$ cat src/design/rsm_pkg.sv
package rsm_pkg;
  // strap bit positions on the data bus
  localparam int DATA_W          = 16;
  localparam int STRAP_BOOT8_BIT = 0;
  localparam int STRAP_ARB_BIT   = 1;
  localparam int STRAP_FC_BIT    = 2;
  localparam int STRAP_ADDR_LO   = 3;
  localparam int STRAP_ADDR_HI   = 7;
  localparam int STRAP_GP_PORT_E_BIT = 8;
  localparam int STRAP_GP_PORT_F_BIT = 9;
  localparam int STRAP_TEST_BIT  = 11;
  // number of chip selects that can turn into upper address lines
  localparam int ADDR_CS_N       = 5;
  // output clocks from reset release to the first bus cycle
  localparam int FIRST_CYC_CLKS  = 10;
  localparam logic [3:0] FIRST_CYC_CNT = 4'(FIRST_CYC_CLKS);
  // values after reset: straps read as pulled high (defaults)
  localparam logic [DATA_W-1:0] STRAP_RST = 16'hFFFF;
  localparam logic              CFG_RST   = 1'b1;

  // breakpoint handling state
  typedef enum logic [2:0] {
    RSM_BK_IDLE = 3'b001,
    RSM_BK_EXC  = 3'b010,
    RSM_BK_BDM  = 3'b100
  } rsm_bk_state_t;
endpackage : rsm_pkg

$ cat src/design/rsm_reset_strap.sv
`timescale 1ns/1ps
// Functional notes
// - undriven data line reads high, default
// - data0 low gives 8-bit boot port
// - data1/data2 low give arbitration, function codes
// - highest low bit 3..7 sets address lines
// - data8 low gives bus control to port e
// - data9 low gives irq, clock pin port f
// - data11 low enables factory test mode
// - clock pin high selects synthesizer clock
// - boot chip select active at reset release
// - breakpoint low at release sets debug flag
// - both high means later breakpoint takes exception
module rsm_reset_strap
  import rsm_pkg::*;
(
  clk,
  rst_b,
  data_in,
  data_pull_oe,
  clock_mode_pin,
  breakpoint_input_b,
  breakpoint_int_b,
  boot_chip_select_en,
  boot_port_8bit,
  arb_pins_en,
  function_code_en,
  addr_cs_mask,
  gp_port_e_en,
  gp_port_f_en,
  test_mode,
  use_synth_clock,
  background_debug_flag,
  enter_debug,
  start_breakpoint_input_exc,
  first_bus_cycle
);
  input  wire logic                       clk;
  input  wire logic                       rst_b;
  input  wire logic [rsm_pkg::DATA_W-1:0] data_in;
  output logic                            data_pull_oe;
  input  wire logic                       clock_mode_pin;
  input  wire logic                       breakpoint_input_b;
  input  wire logic                       breakpoint_int_b;
  output logic                            boot_chip_select_en;
  output logic                            boot_port_8bit;
  output logic                            arb_pins_en;
  output logic                            function_code_en;
  output logic [rsm_pkg::ADDR_CS_N-1:0]   addr_cs_mask;
  output logic                            gp_port_e_en;
  output logic                            gp_port_f_en;
  output logic                            test_mode;
  output logic                            use_synth_clock;
  output logic                            background_debug_flag;
  output logic                            enter_debug;
  output logic                            start_breakpoint_input_exc;
  output logic                            first_bus_cycle;

  import rsm_pkg::*;

  //////////////////////////////////////////////////////////////////////////
  // reset release and pin synchronisers

  logic       rst_m_q;
  logic       rst_s_q;
  logic       rst_s_dly_q;
  logic [DATA_W-1:0] data_s;
  logic [2:0] pin_s;

  // async assert, synchronous release of the internal reset;
  // every flop past the pin synchronisers resets from rst_s_q
  always_ff @(posedge clk or negedge rst_b) begin
    if (!rst_b) begin
      rst_m_q <= 1'b0;
      rst_s_q <= 1'b0;
    end else begin
      rst_m_q <= 1'b1;
      rst_s_q <= rst_m_q;
    end
  end

  // data bus straps, through two flops before use
  rsm_sync2 #(
    .W       (DATA_W),
    .RST_VAL (STRAP_RST)
  ) u_sync_data (
    .clk   (clk),
    .rst_b (rst_b),
    .d     (data_in),
    .q     (data_s)
  );

  // clock mode pin and both breakpoint inputs
  rsm_sync2 #(
    .W       (3),
    .RST_VAL (3'h7)
  ) u_sync_pins (
    .clk   (clk),
    .rst_b (rst_b),
    .d     ({clock_mode_pin, breakpoint_input_b, breakpoint_int_b}),
    .q     (pin_s)
  );

  //////////////////////////////////////////////////////////////////////////
  // strap capture

  logic          cap_pulse;
  logic [DATA_W-1:0] strap_q;
  logic          clkmode_q;
  logic          breakpoint_input_flag_q;
  logic [ADDR_CS_N-1:0] addr_mask_d;

  // capture fires on the first edge after the internal reset deasserts
  assign cap_pulse = rst_s_q & ~rst_s_dly_q;

  // weak pull-up model: pull enable stays on while in reset
  logic pull_q;

  // delayed reset copy for release edge detection
  always_ff @(posedge clk or negedge rst_s_q) begin
    if (!rst_s_q) begin
      rst_s_dly_q <= 1'b0;
    end else begin
      rst_s_dly_q <= rst_s_q;
    end
  end

  // straps are a plain register loaded once; holding them constant
  // afterwards keeps a late bus glitch from reshaping the pinout
  always_ff @(posedge clk or negedge rst_s_q) begin
    if (!rst_s_q) begin
      strap_q     <= STRAP_RST;
      clkmode_q   <= CFG_RST;
      breakpoint_input_flag_q <= 1'b0;
    end else if (cap_pulse) begin
      strap_q     <= data_s;
      clkmode_q   <= pin_s[2];
      breakpoint_input_flag_q <= ~(pin_s[1] & pin_s[0]);
    end
  end

  // thermometer mask: highest low bit n fills lanes 0..n-3
  always_comb begin
    addr_mask_d = '0;
    for (int i = 0; i < ADDR_CS_N; i++) begin
      if (!strap_q[STRAP_ADDR_LO+i]) begin
        addr_mask_d = ADDR_CS_N'((1 << (i + 1)) - 1);
      end
    end
  end

  //////////////////////////////////////////////////////////////////////////
  // first bus cycle timer

  logic [3:0] cyc_cnt_q;
  logic       first_q;
  logic       counting;

  assign counting = rst_s_q && (cyc_cnt_q != FIRST_CYC_CNT);

  // counts output clocks after release; bus must be free by the end
  always_ff @(posedge clk or negedge rst_s_q) begin
    if (!rst_s_q) begin
      cyc_cnt_q <= 4'h0;
      first_q   <= 1'b0;
    end else begin
      if (counting) begin
        cyc_cnt_q <= cyc_cnt_q + 4'h1;
      end
      first_q <= rst_s_q && (cyc_cnt_q == FIRST_CYC_CNT - 4'h1);
    end
  end

  // pull-ups drive only while held in reset; pull_q drops on the first edge after the internal reset deasserts, data_pull_oe on the second
  always_ff @(posedge clk or negedge rst_s_q) begin
    if (!rst_s_q) begin
      pull_q <= 1'b1;
    end else begin
      pull_q <= ~rst_s_q;
    end
  end

  //////////////////////////////////////////////////////////////////////////
  // breakpoint handling

  rsm_bk_state_t bk_q;
  rsm_bk_state_t bk_d;
  logic          breakpoint_input_edge;
  logic          breakpoint_input_lvl_q;
  logic          breakpoint_input_lvl;

  assign breakpoint_input_lvl  = ~(pin_s[1] & pin_s[0]);
  assign breakpoint_input_edge = breakpoint_input_lvl & ~breakpoint_input_lvl_q;

  // later assertions route by the captured flag
  always_comb begin
    bk_d = bk_q;
    case (bk_q)
      RSM_BK_IDLE: begin
        if (rst_s_dly_q && breakpoint_input_edge) begin
          bk_d = breakpoint_input_flag_q ? RSM_BK_BDM : RSM_BK_EXC;
        end
      end
      RSM_BK_EXC: bk_d = RSM_BK_IDLE;
      RSM_BK_BDM: bk_d = RSM_BK_IDLE;
      default:    bk_d = RSM_BK_IDLE;
    endcase
  end

  // level history: the assertion seen at release is not a later one
  always_ff @(posedge clk or negedge rst_s_q) begin
    if (!rst_s_q) begin
      bk_q       <= RSM_BK_IDLE;
      breakpoint_input_lvl_q <= 1'b1;
    end else begin
      bk_q       <= bk_d;
      breakpoint_input_lvl_q <= rst_s_q ? breakpoint_input_lvl : 1'b1;
    end
  end

  //////////////////////////////////////////////////////////////////////////
  // registered outputs

  always_ff @(posedge clk or negedge rst_s_q) begin
    if (!rst_s_q) begin
      boot_chip_select_en   <= 1'b0;
      boot_port_8bit        <= 1'b0;
      arb_pins_en           <= 1'b0;
      function_code_en      <= 1'b0;
      addr_cs_mask          <= '0;
      gp_port_e_en          <= 1'b0;
      gp_port_f_en          <= 1'b0;
      test_mode             <= 1'b0;
      use_synth_clock       <= CFG_RST;
      background_debug_flag <= 1'b0;
      enter_debug           <= 1'b0;
      start_breakpoint_input_exc        <= 1'b0;
      first_bus_cycle       <= 1'b0;
      data_pull_oe          <= 1'b1;
    end else begin
      boot_chip_select_en   <= rst_s_dly_q;
      boot_port_8bit        <= ~strap_q[STRAP_BOOT8_BIT];
      arb_pins_en           <= ~strap_q[STRAP_ARB_BIT];
      function_code_en      <= ~strap_q[STRAP_FC_BIT];
      addr_cs_mask          <= addr_mask_d;
      gp_port_e_en          <= ~strap_q[STRAP_GP_PORT_E_BIT];
      gp_port_f_en          <= ~strap_q[STRAP_GP_PORT_F_BIT];
      test_mode             <= ~strap_q[STRAP_TEST_BIT];
      use_synth_clock       <= clkmode_q;
      background_debug_flag <= breakpoint_input_flag_q;
      enter_debug           <= (bk_d == RSM_BK_BDM);
      start_breakpoint_input_exc        <= (bk_d == RSM_BK_EXC);
      first_bus_cycle       <= first_q;
      data_pull_oe          <= pull_q;
    end
  end

  //////////////////////////////////////////////////////////////////////////
  // checks

  a_boot_width: assert property (@(posedge clk) disable iff (!rst_b)
    rst_s_dly_q |-> ##1 (boot_port_8bit == !strap_q[STRAP_BOOT8_BIT]))
    else $error("boot port width does not follow strap");

  a_arb_func: assert property (@(posedge clk) disable iff (!rst_b)
    rst_s_dly_q |-> ##1 (arb_pins_en == !$past(strap_q[STRAP_ARB_BIT])))
    else $error("arbitration pin function wrong");

  a_addr_mask: assert property (@(posedge clk) disable iff (!rst_b)
    (rst_s_dly_q && !strap_q[STRAP_ADDR_HI]) |-> ##1 (addr_cs_mask == 5'h1F))
    else $error("address mask wrong for top strap");

  a_port_e: assert property (@(posedge clk) disable iff (!rst_b)
    rst_s_dly_q |-> ##1 (gp_port_e_en != $past(strap_q[STRAP_GP_PORT_E_BIT])))
    else $error("port e enable wrong");

  a_port_f: assert property (@(posedge clk) disable iff (!rst_b)
    rst_s_dly_q |-> ##1 (gp_port_f_en != $past(strap_q[STRAP_GP_PORT_F_BIT])))
    else $error("port f enable wrong");

  a_test_mode: assert property (@(posedge clk) disable iff (!rst_b)
    cap_pulse |-> ##2 (test_mode == !$past(data_s[STRAP_TEST_BIT], 2)))
    else $error("test mode not from strap");

  a_clock_src: assert property (@(posedge clk) disable iff (!rst_b)
    cap_pulse |-> ##2 (use_synth_clock == $past(pin_s[2], 2)))
    else $error("clock source not from pin");

  a_boot_cs: assert property (@(posedge clk) disable iff (!rst_b)
    $rose(rst_s_q) |-> ##2 boot_chip_select_en)
    else $error("boot chip select not active");

  a_debug_flag: assert property (@(posedge clk) disable iff (!rst_b)
    cap_pulse |-> ##2 (background_debug_flag == !$past(&pin_s[1:0], 2)))
    else $error("debug flag wrong");

  a_breakpoint_input_route: assert property (@(posedge clk) disable iff (!rst_b)
    start_breakpoint_input_exc |-> !background_debug_flag && !enter_debug)
    else $error("exception with debug flag set");

  // the edge after capture is skipped: strap_q loads right before it
  a_strap_hold: assert property (@(posedge clk) disable iff (!rst_b)
    (rst_s_dly_q && $past(rst_s_dly_q)) |-> $stable(strap_q))
    else $error("straps changed after capture");

  c_boot8: cover property (@(posedge clk) disable iff (!rst_b)
    rst_s_dly_q && boot_port_8bit);
  c_debug: cover property (@(posedge clk) disable iff (!rst_b) enter_debug);
  c_exc: cover property (@(posedge clk) disable iff (!rst_b) start_breakpoint_input_exc);
  c_first: cover property (@(posedge clk) disable iff (!rst_b)
    first_bus_cycle);
endmodule : rsm_reset_strap

$ cat src/design/rsm_sync2.sv
`timescale 1ns/1ps
// two flop synchroniser for pin inputs, parameterised width
module rsm_sync2 #(
  parameter int         W       = 1,
  parameter logic [W-1:0] RST_VAL = '1
) (
  clk,
  rst_b,
  d,
  q
);
  input  wire logic         clk;
  input  wire logic         rst_b;
  input  wire logic [W-1:0] d;
  output logic      [W-1:0] q;

  logic [W-1:0] meta_q;

  // first stage feeds only the second stage
  always_ff @(posedge clk or negedge rst_b) begin
    if (!rst_b) begin
      meta_q <= RST_VAL;
      q      <= RST_VAL;
    end else begin
      meta_q <= d;
      q      <= meta_q;
    end
  end
endmodule : rsm_sync2

$ cat config.mk
export PLATFORM = sky130hd
export DESIGN_NAME = rsm_reset_strap
export DESIGN_NICKNAME = d
export VERILOG_FILES = /design/src/design/rsm_pkg.sv /design/src/design/rsm_reset_strap.sv /design/src/design/rsm_sync2.sv
export SDC_FILE = /design/constraint.sdc
export NUM_CORES = 1
export LEC_CHECK = 0
export BUFFER_PORTS_ARGS = -buffer_cell sky130_fd_sc_hd__buf_2
export CAP_MARGIN = 15
export CORE_ASPECT_RATIO = 1.75
export CORE_MARGIN = 2
export CORE_UTILIZATION = 30
export DETAILED_ROUTE_END_ITERATION = 7
export GPL_TIMING_DRIVEN = 0
export SYNTH_ARGS = -nofsm -noshare
export SYNTH_HDL_FRONTEND = slang
export SYNTH_HIERARCHICAL = 1
export SYNTH_SLANG_ARGS = --single-unit
$ cat constraint.sdc
create_clock -name clk -period 1.95 [get_ports clk]
set_input_delay 0 -clock clk [delete_from_list [all_inputs] [get_ports clk]]
set_output_delay 0 -clock clk [all_outputs]
set_load 0.01 [all_outputs]
==> impl_metrics.json, run 1 <==
{
  "status": "finished clean",
  "final_cell_area_um2": 2963,
  "clock_sinks": 72,
  "syn_to_final_growth_pct": 32.59,
  "crit_path_end_kind": "flip-flop",
  "grt.overflow.total": 0,
  "clock_tree.buffer_depth": 2,
  "antenna_cells": 0,
  "antenna_left": 0,
  "worst_ep_arrival_time_ns": 1.85,
  "gp_congestion": 0.7205,
  "slew_violations": 0,
  "final-instance-count-excl-fill": 284,
  "firstDrtPassIters": 4,
  "die_x_um": 69.24,
  "power_mw": 3.683,
  "max_freq_mhz": 623.6,
  "drv_cap": 0,
  "design.final.nets": 217,
  "detail_route.vias_per_cell": 3.944,
  "antenna_found_initial": 0,
  "synthCells": 134,
  "dp_hpwl_um": 1946,
  "fin_crit_ns": 1.604,
  "synth_fp_nets": 158,
  "cts_max_level": 3,
  "startpoint_type": "flip-flop",
  "fin_ws_ns": 0.3464,
  "clk_latency_ns": 0.32,
  "cts_tree": "built",
  "clk_pin_slew_ns": 0.05,
  "core-area_um2": 7233,
  "clock-root-buffer": "clkbuf_16",
  "peakVddDrop_mv": 0.5101,
  "grt_pass1_vias": 1143,
  "reg2reg_depth": 3,
  "drive_gt1_frac": 0.5051,
  "fillers": 678,
  "slew_headroom": 0.5956,
  "synth_warnings": 6,
  "worst_ep_required_time_ns": 2.20,
  "pin_count": 39,
  "p_per_area_nw_per_um2": 1243,
  "setup_viol": 0,
  "syn_avg_cell_area_um2": 16.68,
  "port_buffers": 33,
  "dieArea_um2": 8182,
  "path_max_fanout": 50,
  "place_area_um2": 2509,
  "worst-slew-pin-transition_ns": 0.6066,
  "cts_setup_buffers": 0,
  "synth_area_um2": 2235,
  "num_rows": 41,
  "vias": 1120,
  "totalWireLength_um": 2944,
  "cts_buffers": 9,
  "track_usage": 0.08598,
  "place_inst": 253,
  "hold_class": "in2async",
  "wire_per_inst_um": 10.37,
  "crit_start": "rst_s_q",
  "initial_core_util": 0.3089,
  "grt_pass1_wl_um": 5195,
  "hold_viol_final": 0,
  "clock_skew_ns": 0.003494,
  "grt_max_degree": 51,
  "rsz0062_at_grt": "no",
  "finalSetupTns_ns": 0,
  "r2r-start": "rst_s_q",
  "dpl_worst_slack_ns": 0.02500,
  "fin_crit_sh": 0.8223,
  "drt_iter0_drc": 69,
  "path_class": "reg2reg",
  "route.detailed.drc": 0,
  "die_h_um": 118.2,
  "leakage_nw": 1.308
}
==> worst max-delay path: stages (launching register included) <==
cell and delay (ns):
dfrtp_4 0.79, and2b_4 0.28, buf_6 0.15, mux2_4 0.30
==> power breakdown <==
group / internal (mW) / leakage, nW / switching [mW]
clock network: 1.06 / 0.143 / 0.535
logic: 0.151 / 0.381 / 0.130
registers: 1.70 / 0.784 / 0.106
==> state kept, by name, summed over array words and instances, names as in the netlist, 3 cells and up <==
register            flops
u_sync_pins/meta_q      3
bk_q                    3
u_sync_data/meta_q     11
u_sync_pins/q           3
cyc_cnt_q               4
u_sync_data/q          11
addr_cs_mask            5
strap_q                11
==> per-layer routing <==
layer	routed length, µm	global-route usage
met2	1510	0.1310
met3	154	0.03836
met1	1186	0.08669
met5	0	0
met4	91	0.07721
==> cell type report <==
type                       instances  area, µm²  share of cell area
multi-input combinational         48      315.3              0.1064
tap                               86      107.6             0.03632
clock buffer                      14      264.0             0.08910
buffer                             2      16.27            0.005490
sequential                        72       1862              0.6284
inverter                          12      45.04             0.01520
clock inverter                     2      37.54             0.01267
timing repair buffer              48      315.3              0.1064
==> through the flow <==
stage	utilization	hold WS [ns]
after floorplan	-	-0.2956
after detailed placement	0.3468	0.06030
after global placement	0.3468	0.04964
after global routing	0.4096	0.2996
final	0.4096	0.2341
after CTS	0.4093	0.2456
==> worst paths after layout <==
check / end / slack, ns
min reg2reg: bk_q[1] / 0.33
max in group asynchronous: strap_q[9] / 1.24
max: strap_q[6] / 0.35
min in group clk: u_sync_data/meta_q[3] / 0.31
max reg2reg: strap_q[6] / 0.35
min: rst_s_q / 0.23
==> cell usage in the layout (no fill, tap or decap), drive strengths merged <==
cell type / instances
dfstp: 45
buf: 35
dfrtp: 27
dlygate4sd3: 15
clkbuf: 14
inv: 12
nand2: 11
o21ai: 8
nor2: 5
mux2: 4
ha: 3
a211oi: 2
nand3: 2
nand4: 2
xnor2: 2
nand4b: 1
or2: 1
and4b: 1
and2b: 1
a31oi: 1
a21o: 1
nand3b: 1
mux2i: 1
bufinv: 1
clkinvlp: 1
conb: 1
==> repair_timing <==
item | CTS | global route
hold buffers | 15 | 0
endpoints found under the hold margin | 16 | 0
resized for setup | 0 | 1
endpoints found under the setup margin | 0 | 6
Power figures use the tool's default switching activity.
==> run 2: changes to the inputs <==
==> constraint.sdc (replaced) <==
create_clock -name clk -period 1.4 [get_ports clk]
set_input_delay 0 -clock clk [delete_from_list [all_inputs] [get_ports clk]]
set_output_delay 0 -clock clk [all_outputs]
set_load 0.01 [all_outputs]
==> impl_metrics.json, run 2 (synthesis gave the netlist of run 1 again) <==
{
  "status": "finished clean",
  "route.detailed.drc": 0,
  "worstReg2RegEnd": "strap_q[6]",
  "dp_hpwl_um": 2005,
  "reg2reg_setup_slack_ns": 0.1,
  "max_stage_delay_ns": 0.57,
  "final-instance-count-excl-fill": 286,
  "clock_tree.buffer_depth": 2,
  "antenna_cells": 0,
  "setup_viol": 0,
  "max_freq_mhz": 767.0,
  "worst_ep_arrival_time_ns": 1.56,
  "slew_headroom": 0.5940,
  "wire_per_inst_um": 11.59,
  "layout_commonest_cell": "dfstp_2",
  "slew_violations": 0,
  "port_buffers": 33,
  "reg_top3": "strap_q x11, u_sync_data/meta_q x11, u_sync_data/q x11",
  "pin_count": 39,
  "drv_cap": 0,
  "cts_tree": "built",
  "cpMaxStageDelayCell": "dfrtp_4",
  "cp_num_buf_inv": 1,
  "fin_crit_sh": 0.9313,
  "die_h_um": 118.2,
  "crit_path_end_kind": "flip-flop",
  "path_max_fanout": 14,
  "power_switching_mw": 1.083,
  "startpoint_type": "flip-flop",
  "drt_iter0_drc": 47,
  "antenna_found_initial": 0,
  "syn_to_final_growth_pct": 33.37,
  "crit_start": "rst_s_q",
  "rsz0062_at_grt": "no",
  "leakage_nw": 1.319,
  "clock_skew_ns": 0.006165,
  "path_class": "reg2reg",
  "peakVddDrop_mv": 0.6774,
  "grt_max_degree": 31,
  "cp_cell_sequence": "and2b_4, buf_6, mux2_4",
  "worst-slew-pin-transition_ns": 0.6090,
  "place_area_um2": 2511,
  "cts_max_level": 3,
  "drive_gt1_frac": 0.5000,
  "num_rows": 41,
  "sw_frac_of_total": 0.2123,
  "die_x_um": 69.24,
  "fillers": 664,
  "dieArea_um2": 8182,
  "comb_power_share": 0.083,
  "vias": 1147,
  "reg2reg_depth": 3,
  "r2r-start": "rst_s_q",
  "gp_congestion": 0.6754,
  "fin_crit_ns": 1.304,
  "hold_class": "reg2async",
  "firstDrtPassIters": 4,
  "track_usage": 0.09851,
  "place_inst": 253,
  "grt_pass1_vias": 1240,
  "p_int_mw": 4.018,
  "design.final.nets": 219,
  "layout_common_cells": "45 x dfstp_2, 34 x buf_2, 26 x dfrtp_1",
  "initial_core_util": 0.3089,
  "grt_pass1_wl_um": 5871,
  "p_per_area_nw_per_um2": 1712,
  "seq_power_share": 0.490,
  "antenna_left": 0,
  "detail_route.vias_per_cell": 4.010,
  "clock-root-buffer": "clkbuf_16",
  "p_clk_frac": 0.427,
  "cts_buffers": 9,
  "totalWireLength_um": 3316,
  "clk_latency_ns": 0.33,
  "core-area_um2": 7233,
  "crit_family": "flip-flops",
  "hold_viol_final": 0,
  "clk_pin_slew_ns": 0.05,
  "clock_sinks": 72,
  "final_cell_area_um2": 2980,
  "worst_ep_required_time_ns": 1.65,
  "grt.overflow.total": 0
}
[run 2: cell types whose count changed in the layout (fill, tap and decap cells not counted), sizes merged]
| cell | delta |
|---|---|
| buf | +2 |
| clkbuf | +1 |
| clkinvlp | -1 |
[run 2: layout make-up]
cell class | instances | area, µm² | share of cell area
plain buffers | 2 | 16.27 | 0.005458
inverters | 12 | 45.04 | 0.01511
well taps | 86 | 107.6 | 0.03610
flip-flops and latches | 72 | 1862 | 0.6247
clock buffers | 15 | 257.7 | 0.08648
repair buffers | 50 | 346.6 | 0.1163
clock inverters | 1 | 30.03 | 0.01008
multi-input cells | 48 | 315.3 | 0.1058
[run 2: power groups by stage]
stage	sequential [mW]	combinational (mW)	clock [mW]
after global routing	2.54	0.482	2.34
final	2.50	0.423	2.18
after detailed placement	2.55	0.371	0
after global placement	2.54	0.351	0
after CTS	2.50	0.435	2.24
after floorplan	2.55	0.212	0
[run 2: routing by layer]
metal	part of all wire	track usage	vias up
met5	0	0	-
met3	0.055	0.04433	9
li1	-	-	546
met2	0.53	0.1617	34
met1	0.37	0.09510	558
met4	0.041	0.07353	0
[run 2: stage by stage]
stage	TNS [ns]	utilization	total power [mW]	setup WS, ns	hold WS [ns]
after detailed placement	-1.975	0.3472	2.921	-0.2598	0.05840
after global placement	-1.576	0.3472	2.889	-0.2355	0.05152
after floorplan	-0.1308	-	2.757	-0.06539	-0.2956
after CTS	0	0.4120	5.183	0.08856	0.1753
after global routing	0	0.4120	5.358	0.05834	0.1891
final	0	0.4120	5.101	0.09617	0.1728
[run 2: worst max-delay path by stage]
stage	slack [ns]	depth (start not counted)	to
4_1_cts	0.09	3	strap_q[6]
3_3_place_gp	-0.24	3	strap_q[5]
6_report	0.1	3	strap_q[6]
5_1_grt	0.06	3	strap_q[5]
3_5_place_dp	-0.26	3	strap_q[6]
2_1_floorplan	-0.07	3	strap_q[5]
[run 2: what timing repair did]
action                                 4_1_cts  5_1_grt
endpoints found under the hold margin       16        0
hold buffers                                15        0
setup endpoints to repair                   14        0
buffers inserted                             2        0
resized for setup                            0        0
==> run 3: changes to the inputs <==
--- a/config.mk
+++ b/config.mk
@@ -8,10 +8,10 @@
 export BUFFER_PORTS_ARGS = -buffer_cell sky130_fd_sc_hd__buf_2
 export CAP_MARGIN = 15
 export CORE_ASPECT_RATIO = 1.75
-export CORE_MARGIN = 2
 export CORE_UTILIZATION = 30
 export DETAILED_ROUTE_END_ITERATION = 7
 export GPL_TIMING_DRIVEN = 0
+export RECOVER_POWER = 100
 export SYNTH_ARGS = -nofsm -noshare
 export SYNTH_HDL_FRONTEND = slang
 export SYNTH_HIERARCHICAL = 1
==> impl_metrics.json, run 3 (synthesis gave the netlist of run 1 again) <==
{
  "p_int_mw": 3.897,
  "final_cell_area_um2": 2929,
  "p_per_area_nw_per_um2": 1699,
  "clock-root-buffer": "clkbuf_16",
  "worst_ep_required_time_ns": 1.65,
  "clock_sinks": 72,
  "startpoint_type": "flip-flop",
  "cts_max_level": 3,
  "reg_top3": "strap_q x11, u_sync_data/meta_q x11, u_sync_data/q x11",
  "final-instance-count-excl-fill": 286,
  "drive_gt1_frac": 0.4150,
  "clock_tree.buffer_depth": 2,
  "firstDrtPassIters": 4,
  "slew_violations": 0,
  "num_rows": 41,
  "path_class": "reg2reg",
  "layout_common_cells": "43 x dfstp_2, 26 x dfrtp_1, 20 x clkbuf_1",
  "slew_headroom": 0.4646,
  "rsz0062_at_grt": "no",
  "cts_resized": 0,
  "layout_commonest_cell": "dfstp_2",
  "hold_viol_final": 0,
  "p_clk_frac": 0.417,
  "initial_core_util": 0.3089,
  "route.detailed.drc": 0,
  "drv_cap": 0,
  "status": "finished clean",
  "setup_viol": 0,
  "dieArea_um2": 7811,
  "finalSetupTns_ns": 0,
  "track_usage": 0.09728,
  "antenna_cells": 0,
  "path_max_fanout": 14,
  "hold_class": "reg2async",
  "design.final.nets": 219,
  "worst_ep_arrival_time_ns": 1.57,
  "clock_skew_ns": 0.004179,
  "place_inst": 253,
  "cts_tree": "built",
  "core-area_um2": 7233,
  "vias": 1135,
  "clk_pin_slew_ns": 0.05,
  "leakage_nw": 1.269,
  "crit_path_end_kind": "flip-flop",
  "gp_congestion": 0.7305,
  "drt_iter0_drc": 34,
  "grt.overflow.total": 0,
  "dp_hpwl_um": 1858,
  "worst-slew-pin-transition_ns": 0.8031,
  "syn_to_final_growth_pct": 31.08,
  "antenna_left": 0,
  "fin_crit_ns": 1.323,
  "port_buffers": 33,
  "place_area_um2": 2511,
  "cts_buffers": 9,
  "die_h_um": 116.2,
  "fillers": 680,
  "power_switching_mw": 1.079,
  "grt_max_degree": 31,
  "wire_per_inst_um": 10.92,
  "max_freq_mhz": 756.0,
  "antenna_found_initial": 0,
  "grt_pass1_wl_um": 5306,
  "clk_latency_ns": 0.32,
  "grt_pass1_vias": 1166,
  "postLayoutCoreUtil": 0.4049,
  "peakVddDrop_mv": 0.6392,
  "die_x_um": 67.24,
  "pin_count": 39,
  "detail_route.vias_per_cell": 3.969,
  "totalWireLength_um": 3122,
  "sw_frac_of_total": 0.2168,
  "comb_power_share": 0.080,
  "fin_crit_sh": 0.9449,
  "power_mw": 4.976,
  "seq_power_share": 0.503
}
run 3: path summary, 6_finish.rpt:
kind | depth (start not counted) | to | start | slack [ns]
min reg2reg | 0 | arb_pins_en | rst_s_q | 0.17
min in group clk | 2 | u_sync_data/meta_q[5] | data_in[5] | 0.32
max in group asynchronous | 1 | bk_q[1] | rst_s_q | 0.27
min | 0 | arb_pins_en | rst_s_q | 0.17
max reg2reg | 3 | strap_q[5] | rst_s_q | 0.08
max | 3 | strap_q[5] | rst_s_q | 0.08
run 3: stage by stage:
| stage | setup WS (ns) | hold slack [ns] |
|---|---|---|
| final | 0.07717 | 0.1686 |
| after global routing | 0.03173 | 0.1852 |
| after CTS | 0.09027 | 0.1808 |
| after detailed placement | -0.2495 | 0.05556 |
| after global placement | -0.2348 | 0.04625 |
| after floorplan | -0.06539 | -0.2956 |
run 3: critical path: stages (launching register included):
cell     delay, ns
dfrtp_4       0.56
and2b_4       0.22
buf_4         0.17
mux2_4        0.30
run 3: repair_timing:
item	in CTS	in global routing
buffers inserted	2	0
hold buffers	15	0
hold endpoints to repair	16	0
setup endpoints to repair	13	0
run 3: metal layers:
metal,routed length [µm],GRT usage,vias up
met5,0,0,-
met4,101,0.07376,0
met3,162,0.03516,6
met2,1648,0.1567,29
met1,1210,0.1006,552
li1,-,-,548
run 3: cell type report:
class,count,area [µm²],area share
flip-flops and latches,72,1862,0.6356
multi-input cells,48,315.3,0.1076
repair buffers,50,301.5,0.1029
clock buffers,13,270.3,0.09227
well taps,86,107.6,0.03674
inverters,12,45.04,0.01538
clock inverters,3,15.01,0.005126
plain buffers,2,12.51,0.004272
run 3: power by group through the flow:
stage | logic [mW] | clock network, mW | registers (mW)
detailed placement | 0.368 | 0 | 2.56
global route | 0.459 | 2.25 | 2.54
floorplan | 0.212 | 0 | 2.55
CTS | 0.432 | 2.15 | 2.51
finish | 0.397 | 2.08 | 2.50
global placement | 0.348 | 0 | 2.54
